## src/rtl/cpu_flags_pkg.sv

```systemverilog
package cpu_flags_pkg;
	localparam int DW = 8;
	localparam int AW = 4;

	// Register byte addresses
	localparam logic [AW-1:0] ADDR_OPERAND_A  = 4'h0;
	localparam logic [AW-1:0] ADDR_OPERAND_B  = 4'h1;
	localparam logic [AW-1:0] ADDR_COMMAND    = 4'h2;
	localparam logic [AW-1:0] ADDR_RESULT_LO  = 4'h4;
	localparam logic [AW-1:0] ADDR_RESULT_HI  = 4'h5;
	localparam logic [AW-1:0] ADDR_STACK_PTR  = 4'h6;
	localparam logic [AW-1:0] ADDR_STACK_TOP  = 4'h7;
	localparam logic [AW-1:0] ADDR_PORT_DIR   = 4'h8;
	localparam logic [AW-1:0] ADDR_CLOCK_MODE = 4'h9;
	localparam logic [AW-1:0] ADDR_BOOT_STAT  = 4'ha;
	localparam logic [AW-1:0] ADDR_BOOT_RX    = 4'hb;

	// Processor status word bit positions
	localparam int FLG_C = 0;
	localparam int FLG_Z = 1;
	localparam int FLG_I = 2;
	localparam int FLG_D = 3;
	localparam int FLG_B = 4;
	localparam int FLG_T = 5;
	localparam int FLG_V = 6;
	localparam int FLG_N = 7;
	localparam logic [DW-1:0] PSW_RESET = 8'h04;
	localparam logic [DW-1:0] SP_RESET  = 8'hff;

	// Boot status bit positions
	localparam int BST_ACTIVE = 0;
	localparam int BST_SCLK   = 1;
	localparam int BST_RXV    = 2;
	localparam int BST_BUSY   = 3;

	typedef enum logic [3:0] {
		OP_NONE     = 4'h0,
		OP_ADDC     = 4'h1,
		OP_SUBB     = 4'h2,
		OP_PRODUCT  = 4'h3,
		OP_QUOTIENT = 4'h4,
		OP_PUSH_PSW = 4'h5,
		OP_PULL_PSW = 4'h6,
		OP_SET_C    = 4'h7,
		OP_CLR_C    = 4'h8,
		OP_SET_D    = 4'h9,
		OP_CLR_D    = 4'ha,
		OP_INCR     = 4'hb
	} opcode_e;

	// Instruction lengths in internal clock cycles
	localparam logic [4:0] CYC_ARITH    = 5'h02;
	localparam logic [4:0] CYC_PRODUCT  = 5'h08;
	localparam logic [4:0] CYC_QUOTIENT = 5'h10;
	localparam logic [4:0] CYC_PUSH     = 5'h03;
	localparam logic [4:0] CYC_PULL     = 5'h04;
	localparam logic [4:0] CYC_SHORT    = 5'h02;

	// Internal clock source selection and divide limits
	localparam logic [1:0] CLK_HIGH       = 2'h0;
	localparam logic [1:0] CLK_MID        = 2'h1;
	localparam logic [1:0] CLK_LOW        = 2'h2;
	localparam logic [1:0] CLK_MODE_RESET = CLK_MID;
	localparam logic [2:0] DIV_HIGH       = 3'h1;
	localparam logic [2:0] DIV_MID        = 3'h7;
	localparam logic [2:0] DIV_LOW        = 3'h1;

	localparam logic [3:0] BCD_MAX = 4'h9;
	localparam logic [3:0] BCD_ADJ = 4'h6;

	// Boot serial link timing
	localparam int         CLK_NS     = 20;
	localparam int         BIT_NS     = 8680;
	localparam logic [8:0] BIT_CYC    = 9'(BIT_NS / CLK_NS);
	localparam logic [8:0] HALF_BIT   = 9'(BIT_NS / CLK_NS / 2);
	localparam logic [3:0] FRAME_BITS = 4'ha;

	typedef enum logic [1:0] {
		EX_IDLE = 2'b01,
		EX_RUN  = 2'b10
	} exec_e;

	typedef enum logic [2:0] {
		SER_IDLE = 3'b001,
		SER_RX   = 3'b010,
		SER_TX   = 3'b100
	} ser_e;

	typedef struct packed {
		logic          wr;
		logic          rd;
		logic [AW-1:0] addr;
		logic [DW-1:0] wdata;
	} bus_req_s;

	typedef struct packed {
		exec_e         ex;
		opcode_e       op;
		logic [4:0]    tick_cnt;
		logic [2:0]    div_cnt;
		logic          main_q;
		logic          sub_q;
		logic [DW-1:0] opa;
		logic [DW-1:0] opb;
		logic [DW-1:0] psw;
		logic [DW-1:0] res_lo;
		logic [DW-1:0] res_hi;
		logic [DW-1:0] sp;
		logic [DW-1:0] port_dir;
		logic [DW-1:0] rd_data;
		logic [1:0]    clk_mode;
		logic          strap_done;
		logic          boot_act;
		logic          sclk_err;
		logic          rx_valid;
		ser_e          ser;
		logic [8:0]    baud_cnt;
		logic [3:0]    bit_cnt;
		logic [9:0]    shreg;
		logic [DW-1:0] rx_byte;
		logic          ser_out;
		logic          busy;
	} core_s;

	localparam core_s CORE_RESET = '{ex: EX_IDLE, op: OP_NONE, psw: PSW_RESET, sp: SP_RESET,
		clk_mode: CLK_MODE_RESET, ser: SER_IDLE, ser_out: 1'b1, default: '0};
endpackage

```

## src/rtl/bcd_digit.sv

```systemverilog
`timescale 1ns/1ns
`default_nettype none
module bcd_digit
	import cpu_flags_pkg::*;
(
	input  wire logic [3:0] a,
	input  wire logic [3:0] b,
	input  wire logic       ci,
	input  wire logic       sub,
	input  wire logic       dec,
	output logic [3:0]      s,
	output logic            co
);
	logic [4:0] t;
	logic [3:0] bx;
	logic       adj;

	always_comb begin
		bx  = sub ? ~b : b;
		t   = {1'b0, a} + {1'b0, bx} + {4'h0, ci};
		// Subtract corrects on a digit borrow, add on a digit above nine
		adj = dec && (sub ? !t[4] : (t[4] || (t[3:0] > BCD_MAX)));
		co  = (dec && !sub) ? adj : t[4];
		s   = sub ? (t[3:0] - (adj ? BCD_ADJ : 4'h0)) : (t[3:0] + (adj ? BCD_ADJ : 4'h0));
	end
endmodule
`default_nettype wire

```

## src/rtl/cpu_status_flags_decimal_alu.sv

```systemverilog
`timescale 1ns/1ns
`default_nettype none
// Function
// - After reset every status flag is undefined except the interrupt mask, which is one.
// - Pushing the status word stores it on the stack, readable just above the stack pointer.
// - With the decimal flag set only add and subtract produce decimal-corrected results.
// - After a decimal add or subtract the sign, overflow and zero flags mean nothing.
// - A decimal carry sets the carry flag and a decimal borrow clears it.
// - Product and quotient ignore the index mode and decimal flags.
// - Product and quotient leave the whole status word unchanged.
// - Port direction registers are write-only and read back nothing meaningful.
// - An instruction lasts its cycle count times the internal clock period.
// - The internal clock is 2 or 8 main oscillator periods, or 2 sub oscillator periods.
// - Boot mode 2 receives on serial in, drives serial out and busy; shift clock is held low.
// - Boot mode 2 uses asynchronous framing with no shared clock.
module cpu_status_flags_decimal_alu
	import cpu_flags_pkg::*;
#(
	parameter int STACK_DEPTH = 16
) (
	input  wire logic          clk,
	input  wire logic          rst_b,
	input  wire bus_req_s      bus,
	output logic [DW-1:0]      rd_data,
	input  wire logic          main_osc_input,
	input  wire logic          sub_osc_input,
	input  wire logic          boot_select_pin,
	input  wire logic          serial_in,
	input  wire logic          serial_shift_clock,
	output logic               serial_out,
	output logic               busy_out,
	output logic [DW-1:0]      port_dir
);
	localparam int SPW = $clog2(STACK_DEPTH);

	logic [1:0]    rst_ff;
	logic          rst_n;
	core_s         st_q;
	core_s         st_d;
	logic [DW-1:0] stack [STACK_DEPTH];
	logic          mem_we;
	logic [SPW-1:0] sp_idx;
	logic [SPW-1:0] sp_inc;
	logic [DW-1:0] sp_up;
	logic          main_rise;
	logic          sub_rise;
	logic          osc_edge;
	logic [2:0]    div_lim;
	logic          tick;
	logic          start;
	logic          commit;
	logic          is_sub;
	logic          dec_on;
	logic [DW-1:0] alu_b;
	logic          alu_ci;
	logic [DW-1:0] alu_r;
	logic          c_lo;
	logic          c_hi;
	logic          alu_v;
	logic [15:0]   prod;

	function automatic logic [4:0] op_cycles(input opcode_e o);
		case (o)
			OP_ADDC, OP_SUBB: return CYC_ARITH;
			OP_PRODUCT:       return CYC_PRODUCT;
			OP_QUOTIENT:      return CYC_QUOTIENT;
			OP_PUSH_PSW:      return CYC_PUSH;
			OP_PULL_PSW:      return CYC_PULL;
			default:          return CYC_SHORT;
		endcase
	endfunction

	// Short external pulses are stretched here so the core always sees a full reset
	always_ff @(posedge clk or negedge rst_b) begin
		if (!rst_b) begin
			rst_ff <= 2'b00;
		end else begin
			rst_ff <= {rst_ff[0], 1'b1};
		end
	end
	assign rst_n = rst_ff[1];

	bcd_digit u_digit_lo (
		.a   (st_q.opa[3:0]),
		.b   (alu_b[3:0]),
		.ci  (alu_ci),
		.sub (is_sub),
		.dec (dec_on),
		.s   (alu_r[3:0]),
		.co  (c_lo)
	);

	bcd_digit u_digit_hi (
		.a   (st_q.opa[7:4]),
		.b   (alu_b[7:4]),
		.ci  (c_lo),
		.sub (is_sub),
		.dec (dec_on),
		.s   (alu_r[7:4]),
		.co  (c_hi)
	);

	always_comb begin
		sp_idx    = st_q.sp[SPW-1:0];
		sp_up     = st_q.sp + 8'h01;
		sp_inc    = sp_up[SPW-1:0];
		is_sub    = (st_q.op == OP_SUBB);
		dec_on    = st_q.psw[FLG_D] && (st_q.op == OP_ADDC || is_sub);
		alu_b     = (st_q.op == OP_INCR) ? 8'h01 : st_q.opb;
		alu_ci    = (st_q.op == OP_INCR) ? 1'b0 : st_q.psw[FLG_C];
		alu_v     = (st_q.opa[7] == (alu_b[7] ^ is_sub)) && (alu_r[7] != st_q.opa[7]);
		prod      = {8'h00, st_q.opa} * {8'h00, st_q.opb};
		main_rise = main_osc_input && !st_q.main_q;
		sub_rise  = sub_osc_input && !st_q.sub_q;
		osc_edge  = (st_q.clk_mode == CLK_LOW) ? sub_rise : main_rise;
		case (st_q.clk_mode)
			CLK_MID: div_lim = DIV_MID;
			CLK_LOW: div_lim = DIV_LOW;
			default: div_lim = DIV_HIGH;
		endcase
		tick = osc_edge && (st_q.div_cnt >= div_lim);
	end

	always_comb begin
		st_d        = st_q;
		mem_we      = 1'b0;
		start       = 1'b0;
		commit      = 1'b0;
		st_d.rd_data = '0;
		st_d.main_q = main_osc_input;
		st_d.sub_q  = sub_osc_input;
		if (osc_edge) begin
			st_d.div_cnt = tick ? 3'h0 : st_q.div_cnt + 3'h1;
		end

		// Strap is caught once, in the first cycle after reset release
		if (!st_q.strap_done) begin
			st_d.strap_done = 1'b1;
			st_d.boot_act   = boot_select_pin;
		end

		case (st_q.ex)
			EX_IDLE: begin
				if (bus.wr && bus.addr == ADDR_COMMAND) begin
					start         = 1'b1;
					st_d.ex       = EX_RUN;
					st_d.op       = opcode_e'(bus.wdata[3:0]);
					st_d.tick_cnt = 5'h00;
				end
			end
			EX_RUN: begin
				if (tick) begin
					if (st_q.tick_cnt == op_cycles(st_q.op) - 5'h01) begin
						commit  = 1'b1;
						st_d.ex = EX_IDLE;
					end else begin
						st_d.tick_cnt = st_q.tick_cnt + 5'h01;
					end
				end
			end
			default: st_d.ex = EX_IDLE;
		endcase

		if (commit) begin
			case (st_q.op)
				OP_ADDC, OP_SUBB: begin
					st_d.res_lo       = alu_r;
					st_d.psw[FLG_C]   = c_hi;
					// Set from the result after decimal correction; meaningless in decimal mode
					st_d.psw[FLG_Z]   = (alu_r == 8'h00);
					st_d.psw[FLG_N]   = alu_r[7];
					st_d.psw[FLG_V]   = alu_v;
				end
				OP_INCR: begin
					st_d.res_lo     = alu_r;
					st_d.psw[FLG_Z] = (alu_r == 8'h00);
					st_d.psw[FLG_N] = alu_r[7];
				end
				// No flag is touched and neither mode flag is looked at
				OP_PRODUCT: begin
					st_d.res_lo = prod[7:0];
					st_d.res_hi = prod[15:8];
				end
				OP_QUOTIENT: begin
					if (st_q.opb != 8'h00) begin
						st_d.res_lo = st_q.opa / st_q.opb;
						st_d.res_hi = st_q.opa % st_q.opb;
					end else begin
						st_d.res_lo = 8'hff;
						st_d.res_hi = st_q.opa;
					end
				end
				OP_PUSH_PSW: begin
					mem_we  = 1'b1;
					st_d.sp = st_q.sp - 8'h01;
				end
				OP_PULL_PSW: begin
					st_d.psw = stack[sp_inc];
					st_d.sp  = sp_up;
				end
				OP_SET_C: st_d.psw[FLG_C] = 1'b1;
				OP_CLR_C: st_d.psw[FLG_C] = 1'b0;
				OP_SET_D: st_d.psw[FLG_D] = 1'b1;
				OP_CLR_D: st_d.psw[FLG_D] = 1'b0;
				default: ;
			endcase
		end

		if (bus.wr) begin
			case (bus.addr)
				ADDR_OPERAND_A: st_d.opa = bus.wdata;
				ADDR_OPERAND_B: st_d.opb = bus.wdata;
				ADDR_STACK_PTR: st_d.sp = bus.wdata;
				ADDR_PORT_DIR:  st_d.port_dir = bus.wdata;
				ADDR_CLOCK_MODE: begin
					st_d.clk_mode = bus.wdata[1:0];
					st_d.div_cnt  = 3'h0;
				end
				ADDR_BOOT_STAT: begin
					if (bus.wdata[BST_SCLK]) begin
						st_d.sclk_err = 1'b0;
					end
				end
				default: ;
			endcase
		end

		if (bus.rd) begin
			case (bus.addr)
				ADDR_OPERAND_A:  st_d.rd_data = st_q.opa;
				ADDR_OPERAND_B:  st_d.rd_data = st_q.opb;
				ADDR_COMMAND:    st_d.rd_data = {7'h00, st_q.ex == EX_RUN};
				ADDR_RESULT_LO:  st_d.rd_data = st_q.res_lo;
				ADDR_RESULT_HI:  st_d.rd_data = st_q.res_hi;
				ADDR_STACK_PTR:  st_d.rd_data = st_q.sp;
				ADDR_STACK_TOP:  st_d.rd_data = stack[sp_inc];
				ADDR_CLOCK_MODE: st_d.rd_data = {6'h00, st_q.clk_mode};
				ADDR_BOOT_STAT:  st_d.rd_data = {4'h0, st_q.busy, st_q.rx_valid,
					st_q.sclk_err, st_q.boot_act};
				ADDR_BOOT_RX: begin
					st_d.rd_data  = st_q.rx_byte;
					st_d.rx_valid = 1'b0;
				end
				// Direction registers and unmapped addresses read zero
				default: st_d.rd_data = '0;
			endcase
		end

		// Sets follow the clears so an event in a clear cycle survives
		if (st_q.boot_act && serial_shift_clock) begin
			st_d.sclk_err = 1'b1;
		end

		// Start bit is not re-checked at mid bit; a glitch costs one echoed frame
		case (st_q.ser)
			SER_IDLE: begin
				st_d.busy    = 1'b0;
				st_d.ser_out = 1'b1;
				if (st_q.boot_act && !serial_in) begin
					st_d.ser      = SER_RX;
					st_d.baud_cnt = HALF_BIT;
					st_d.bit_cnt  = 4'h0;
					st_d.busy     = 1'b1;
				end
			end
			SER_RX: begin
				if (st_q.baud_cnt == 9'h000) begin
					st_d.baud_cnt = BIT_CYC - 9'h001;
					st_d.shreg    = {serial_in, st_q.shreg[9:1]};
					st_d.bit_cnt  = st_q.bit_cnt + 4'h1;
					if (st_q.bit_cnt == FRAME_BITS - 4'h1) begin
						st_d.rx_byte  = st_q.shreg[9:2];
						st_d.rx_valid = 1'b1;
						st_d.ser      = SER_TX;
						st_d.shreg    = {1'b1, st_q.shreg[9:2], 1'b0};
						st_d.bit_cnt  = 4'h0;
						st_d.baud_cnt = 9'h000;
					end
				end else begin
					st_d.baud_cnt = st_q.baud_cnt - 9'h001;
				end
			end
			SER_TX: begin
				if (st_q.baud_cnt == 9'h000) begin
					if (st_q.bit_cnt == FRAME_BITS) begin
						st_d.ser  = SER_IDLE;
						st_d.busy = 1'b0;
					end else begin
						st_d.ser_out  = st_q.shreg[0];
						st_d.shreg    = {1'b1, st_q.shreg[9:1]};
						st_d.bit_cnt  = st_q.bit_cnt + 4'h1;
						st_d.baud_cnt = BIT_CYC - 9'h001;
					end
				end else begin
					st_d.baud_cnt = st_q.baud_cnt - 9'h001;
				end
			end
			default: st_d.ser = SER_IDLE;
		endcase
	end

	// Interrupt mask forced, remaining flags take a fixed but unpromised value
	always_ff @(posedge clk or negedge rst_n) begin
		if (!rst_n) begin
			st_q <= CORE_RESET;
		end else begin
			st_q <= st_d;
		end
	end

	// Stack memory holds no reset; only the pointer is defined
	always_ff @(posedge clk) begin
		if (mem_we) begin
			stack[sp_idx] <= st_q.psw;
		end
	end

	assign rd_data    = st_q.rd_data;
	assign serial_out = st_q.ser_out;
	assign busy_out   = st_q.busy;
	assign port_dir   = st_q.port_dir;

	logic [4:0] run_ticks;
	logic [2:0] edge_cnt;
	logic       bcd_ok;
	logic [8:0] dec_sum;

	always_comb begin
		bcd_ok  = (st_q.opa[7:4] <= BCD_MAX) && (st_q.opa[3:0] <= BCD_MAX)
			&& (st_q.opb[7:4] <= BCD_MAX) && (st_q.opb[3:0] <= BCD_MAX);
		dec_sum = ({5'h00, st_q.opa[7:4]} * 9'h00a) + {5'h00, st_q.opa[3:0]}
			+ ({5'h00, st_q.opb[7:4]} * 9'h00a) + {5'h00, st_q.opb[3:0]}
			+ {8'h00, st_q.psw[FLG_C]};
	end

	always_ff @(posedge clk or negedge rst_n) begin
		if (!rst_n) begin
			run_ticks <= 5'h00;
			edge_cnt  <= 3'h0;
		end else begin
			if (start) begin
				run_ticks <= 5'h00;
			end else if (st_q.ex == EX_RUN && tick) begin
				run_ticks <= run_ticks + 5'h01;
			end
			if (tick || (bus.wr && bus.addr == ADDR_CLOCK_MODE)) begin
				edge_cnt <= 3'h0;
			end else if (main_rise) begin
				edge_cnt <= edge_cnt + 3'h1;
			end
		end
	end

	chk_reset_imask: assert property (@(posedge clk) disable iff (!rst_b)
		$rose(rst_n) |-> st_q.psw[FLG_I])
		else $error("interrupt mask not set after reset");

	chk_push_word: assert property (@(posedge clk) disable iff (!rst_n)
		commit && st_q.op == OP_PUSH_PSW |=> stack[sp_inc] == $past(st_q.psw))
		else $error("pushed status word not found above stack pointer");

	chk_dec_digits: assert property (@(posedge clk) disable iff (!rst_n)
		commit && st_q.op == OP_ADDC && st_q.psw[FLG_D] && bcd_ok
		|=> st_q.res_lo[7:4] <= BCD_MAX && st_q.res_lo[3:0] <= BCD_MAX)
		else $error("decimal add left a digit above nine");

	chk_dec_carry: assert property (@(posedge clk) disable iff (!rst_n)
		commit && st_q.op == OP_ADDC && st_q.psw[FLG_D] && bcd_ok
		|=> st_q.psw[FLG_C] == ($past(dec_sum) > 9'h063))
		else $error("decimal carry flag wrong");

	chk_muldiv_psw: assert property (@(posedge clk) disable iff (!rst_n)
		commit && (st_q.op == OP_PRODUCT || st_q.op == OP_QUOTIENT)
		|=> $stable(st_q.psw))
		else $error("product or quotient changed the status word");

	chk_product_mode: assert property (@(posedge clk) disable iff (!rst_n)
		commit && st_q.op == OP_PRODUCT
		|=> {st_q.res_hi, st_q.res_lo} == $past(prod))
		else $error("product result wrong");

	chk_dir_noread: assert property (@(posedge clk) disable iff (!rst_n)
		bus.rd && bus.addr == ADDR_PORT_DIR |=> rd_data == 8'h00)
		else $error("direction register read back data");

	chk_op_length: assert property (@(posedge clk) disable iff (!rst_n)
		commit |-> tick && (run_ticks + 5'h01 == op_cycles(st_q.op)))
		else $error("instruction length wrong");

	chk_tick_mid: assert property (@(posedge clk) disable iff (!rst_n)
		tick && st_q.clk_mode == CLK_MID |-> main_rise && edge_cnt == 3'h7)
		else $error("middle speed tick not every eighth edge");

	chk_boot_busy: assert property (@(posedge clk) disable iff (!rst_n)
		st_q.boot_act && st_q.ser == SER_IDLE && !serial_in |=> busy_out ##1 busy_out)
		else $error("busy not raised on start bit");
endmodule
`default_nettype wire

```

## config.mk

```make
export PLATFORM = sky130hd
export DESIGN_NAME = cpu_status_flags_decimal_alu
export DESIGN_NICKNAME = d
export VERILOG_FILES = /design/src/rtl/cpu_flags_pkg.sv /design/src/rtl/bcd_digit.sv /design/src/rtl/cpu_status_flags_decimal_alu.sv
export SDC_FILE = /design/constraint.sdc
export NUM_CORES = 1
export LEC_CHECK = 0
export BUFFER_PORTS_ARGS = -buffer_cell sky130_fd_sc_hd__buf_4
export CAP_MARGIN = 20
export CORE_UTILIZATION = 35
export DETAILED_ROUTE_END_ITERATION = 7
export RECOVER_POWER = 25
export SLEW_MARGIN = 0
export SYNTH_ARGS = -nofsm -noshare
export SYNTH_HDL_FRONTEND = slang
export SYNTH_SLANG_ARGS = --single-unit
```

## constraint.sdc

```tcl
create_clock -name clk -period 6.1 [get_ports clk]
set_input_delay 0.915 -clock clk [delete_from_list [all_inputs] [get_ports clk]]
set_output_delay 0.915 -clock clk [all_outputs]
set_load 0.01 [all_outputs]
```

# Word level (Yosys, flattened, before mapping)
# Memories as Yosys holds them, arrays and structs flattened.
# Cells that the tools add are included.
[totals]
register_bits = 124
ram_bits = 128
inputBits = 21
word_cells = 236
mem_count = 1
[classes]
n_addsub = 15
mul = 1
n_div = 2
order_cmp = 3
eq_ne = 44
mux = 75
bitwise_logic = 3
reduce_logical = 61
[memory_table]
columns = ["memory", "depth", "width", "rd", "rd_clocked_by_memory_dff", "write_ports", "line_no", "source"]
rows = [
  ["stack", 16, 8, 1, 0, 1, "cpu_status_flags_decimal_alu.sv:40", "logic [DW-1:0] stack [STACK_DEPTH];"],
]
[op_table]
columns = ["operator", "count"]
rows = [
  ["$pmux W8 S10", 1],
  ["$mux W16", 3],
  ["$eq A4 B4 Y1 const B", 10],
  ["$mux W8", 5],
  ["$pmux W13 S3", 1],
  ["$mux W35", 1],
  ["$eq A4 B3 Y1 const B", 8],
  ["$pmux W8 S2", 2],
  ["$mux W3", 9],
  ["$pmux W8 S3", 1],
  ["$reduce_and A2 Y1", 12],
  ["$mux W1", 23],
  ["$mux W23", 1],
  ["$mux W22", 1],
  ["$mux W4", 5],
  ["$mux W5", 4],
  ["$ne A2 B2 Y1 const B", 10],
  ["$pmux W10 S2", 1],
  ["$pmux W5 S4", 1],
  ["$mux W9", 2],
  ["$reduce_and A3 Y1", 6],
  ["$reduce_bool A2 Y1", 9],
  ["$mul A8 B8 Y16", 1],
  ["$mux W14", 1],
  ["49 further kinds", 86],
]

# Logic depth before layout (Yosys ltp)
[logic_depth]
depth_word = 22
ltp_mapped = 50

# By module
# Synthesis repeated with hierarchy kept, for this count alone.
[hier_totals]
cells_unflattened = 1530
hier_area_um2 = 16592.2
[modules_own_cells]
columns = ["module", "n_inst", "cells_each", "area_each_um2"]
rows = [
  ["cpu_status_flags_decimal_alu", 1, 1440, 15843.9],
  ["bcd_digit", 2, 45, 374.1],
]

# Worst setup path before layout
# Ideal clock, no wire load.
[synth_path]
path_type = "flip-flop to flip-flop"
startpoint = "register st_q[97] (netlist name)"
endpoint = "register st_q[73] (netlist name)"
setup_ns = 0.124
arrival_time_ns = 10.870
t_required_ns = 5.976
slack_ns = -4.894
stages_incl_launch_ff = 47
path_cell_list = "dfrtp_1 buf_6 nor4_2 nand2_1 nor2_1 a21oi_1 a41oi_1 ha_1 nor4b_1 nor4_1 o22a_1 ha_1 o211ai_1 a2111oi_0 a21oi_1 ha_1 o21ai_0 a211oi_1 [11 not listed] a211oi_1 a41oi_1 nor2_1 a21o_1 ha_1 nor3_1 a211oi_1 o21ai_0 and2_1 clkbuf_1 a211oi_1 or2_2 ha_1 and4_1 a311oi_1 a211oi_1 a32o_1 a211o_1"
[synth_between]
elab_chain_len = 3
[synth_rtl]
columns = ["element", "line_no", "source"]
rows = [
  ["start: declaration", "cpu_status_flags_decimal_alu.sv:38", "core_s st_q;"],
  ["start signal: assignment", "cpu_status_flags_decimal_alu.sv:307", "st_q <= st_d;"],
  ["$mod A8 B8 Y8 / $reduce_bool A8 Y1 (equally long branches)", "cpu_status_flags_decimal_alu.sv:187, cpu_status_flags_decimal_alu.sv:185", ""],
  ["$mux W16", "cpu_status_flags_decimal_alu.sv:185", "if (st_q.opb != 8'h00) begin"],
  ["$pmux W8 S2 (*)", "cpu_status_flags_decimal_alu.sv:165", "case (st_q.op)"],
]
# Every way passes the cells marked *; elsewhere a longest branch is shown, timed or not.
# A chain may end at the register's enable or synchronous reset.

# Worst setup path after layout
# Ends and elaborated chain as after synthesis.

==> flow_summary.toml <==
[die]
die_y_um = 219.7
rows = 79
die_area_um2 = 48270
core_area_um2 = 46650
io_pins = 39
start_util_pct = 35.56
die_x_um = 219.7

[final_layout]
multi_input_area_um2 = 9696
antenna_cells = 0
area_growth_pct = 24.13
final_cells = 2366
nFillCells = 4395
drive_gt1_share_pct = 30.93
design_area_um2 = 20590
seqCellArea_um2 = 6963
nets = 1905

[logic_synthesis]
ys_seq_elements = 252
avgSynthCellArea_um2 = 10.83
ys_warn_count = 0
synth-seq-area-share_pct = 41.97
synth_edf_count = 128
synthArstFlopShare_pct = 49.21
synth_top_cell_by_area = "edfxtp_1"
yosysUniqueCellTypes = 95
netlist_instances = 1532
yosysMostFrequentCell = "nor2_1"
syn-cell-area_um2 = 16590
ys.flop_type = "edfxtp_1"
synth_common_cells = "nor2_1, edfxtp_1, nand2_1"
synth_area_leaders = "edfxtp_1, dfrtp_1, ha_1"
yosys.area.top_type_share_pct = 23.17

[route]
drc = 6
maxUsedRoutingLayer = "met4"
drt_pass1_iterations = 8
dr_wl_met3_mm = 2.832
vias_per_cell = 5.526
m1WireLength_mm = 21.78
vias = 13070
detail-route-antenna-nets = 0
wl_per_cell_um = 20.73
routed_wl_mm = 49.05
dr_wl_met2_mm = 23.31
drt_iter0_drc = 1036

[grt]
grt_pass1_vias = 12760
antenna_found_initial = 1
grt_max_degree = 75
overflow = 0
gr-usage-all-layers_pct = 20.50
grt_pass1_wl_mm = 75.48

[setup_path]
rrSetupSlack_ns = -3.79
crit_slowest_cell = "a211o_1"
critPathRequiredTime_ns = 6.56
critPathLaunchType = "register"
worstPathArrival_ns = 10.34
slowest_delay_ns = 0.42
path_class = "register to register"
path_common_cell = "ha_4"
r2r_cells = 49
end_kind = "register"
worstPathMaxFanout = 7

[clock_tree]
htree_levels = 1
insertion_delay_ns = 0.57
clkTransAtPathRegs_ns = 0.06
cts_hold_buf = 0
cts_tree = "yes"
clock-sinks = 252
cts_buffers = 27
cts.path.max_buffers = 3
clockRootBuffer = "clkbuf_16"

[timing]
fin_crit_sh_pct = 162.1
fmax_ghz = 0.1012
worst_slack_ns = -3.786
hold_slack_ns = 0.1151
worst_clock_skew_ns = 0.02579
rsz0062_at_grt = "true"
worst_pin_slew_ns = 2.148
slew_headroom_pct = -43.21
setup-violations-final = 11
final-hold-violation-count = 0
period_needed_ns = 9.886
slew_violations = 50

[place]
numPortBuffers = 38
dp.cells = 2281
post-place-ws_ns = -3.976
place_area_um2 = 18980
hpwlAfterDp_mm = 35.63
gp_congestion = 0.9139

[power]
finalPower_mw = 13.56
powerDensity_nw_per_um2 = 658.6
ir_drop_mv = 0.7557
p_leak_nw = 8.452

[worst_hold_path]
holdCritPathClass = "primary input to async pin"

[run]
maxCapViolCount = 1

[status]
violations = "design-rule violations, max-capacitance violations, max-slew violations, negative setup slack"
status = "complete, but fails checks"
-- layer usage --
| layer | track usage [%] | vias to the layer above |
|---|---|---|
| met5 | 0 | - |
| met4 | 4.989 | 0 |
| met3 | 2.830 | 72 |
| met2 | 33.87 | 395 |
| met1 | 28.32 | 6547 |
| li1 | - | 6060 |
-- final timing paths --
path                            startpoint         end
worst max-delay path              st_q[97]    st_q[73]
worst min-delay path                 rst_b   rst_ff[0]
worst max register to register    st_q[97]    st_q[73]
worst min register to register   rst_ff[0]   rst_ff[1]
max in group asynchronous        rst_ff[1]  serial_out
min in group clk                 rst_ff[0]   rst_ff[1]
-- area by class of cell --
type / instances / share of cell area [%]
flip-flops and latches: 252 / 33.81
repair buffers: 256 / 9.660
clock inverters: 17 / 0.6501
multi-input cells: 1112 / 47.08
well taps: 607 / 3.688
inverters: 89 / 1.622
clock buffers: 33 / 3.487
-- metrics by stage --
stage | TNS (ns) | util (%)
after floorplan | -35.40 | -
final | -37.62 | 44.14
after global routing | -42.61 | 44.14
after CTS | -37.39 | 42.93
after global placement | -37.04 | 40.69
after detailed placement | -39.16 | 40.69
-- placed cells by master, fill, tap and decap left out, drive strengths merged, types with 16 or more instances in the layout --
| master | count |
|---|---|
| mux2 | 44 |
| edfxtp | 128 |
| nand3 | 23 |
| nor2b | 16 |
| buf | 251 |
| xnor2 | 32 |
| a31oi | 21 |
| dfrtp | 111 |
| fa | 41 |
| xor2 | 20 |
| o21a | 16 |
| nor3 | 45 |
| clkbuf | 38 |
| a211oi | 18 |
| a21oi | 68 |
| o21ai | 74 |
| nor2 | 139 |
| inv | 88 |
| nand2b | 27 |
| mux4 | 43 |
| a21o | 19 |
| ha | 105 |
| nand2 | 117 |
-- state kept, by name, summed over array words and instances (netlist names) --
register / count
stack: 128
st_q: 100
serial_out: 1
port_dir: 8
sp_idx: 4
busy_out: 1
rd_data: 8
rst_ff: 2
-- power breakdown --
group          switching (mW)  internal, mW
clock network           0.706         0.885
logic                    5.05          4.93
registers               0.115          1.88
-- critical path, delay by kind of cell (launching register included) --
| kind | cells | cell delay (ns) |
|---|---|---|
| simple gates | 16 | 2.66 |
| buf+inv | 4 | 0.51 |
| compound gates | 22 | 4.47 |
| flops | 1 | 0.41 |
| fa+ha+maj | 7 | 1.70 |
-- kinds of logic after synthesis --
logic type      share of synthesized area (%)
simple gates                            14.21
compound gates                          14.06
flops                                   41.97
buf+inv                                 4.329
fa+ha+maj                               12.87
mux                                     9.428
xor+xnor                                3.115
other cells                           0.02260
-- timing repair --
item	in CTS	in global routing
pin swaps	13	65
endpoints found under the setup margin	12	16
setup buffers	11	21
gates resized for setup	26	72
(Power assumes the default switching activity.)
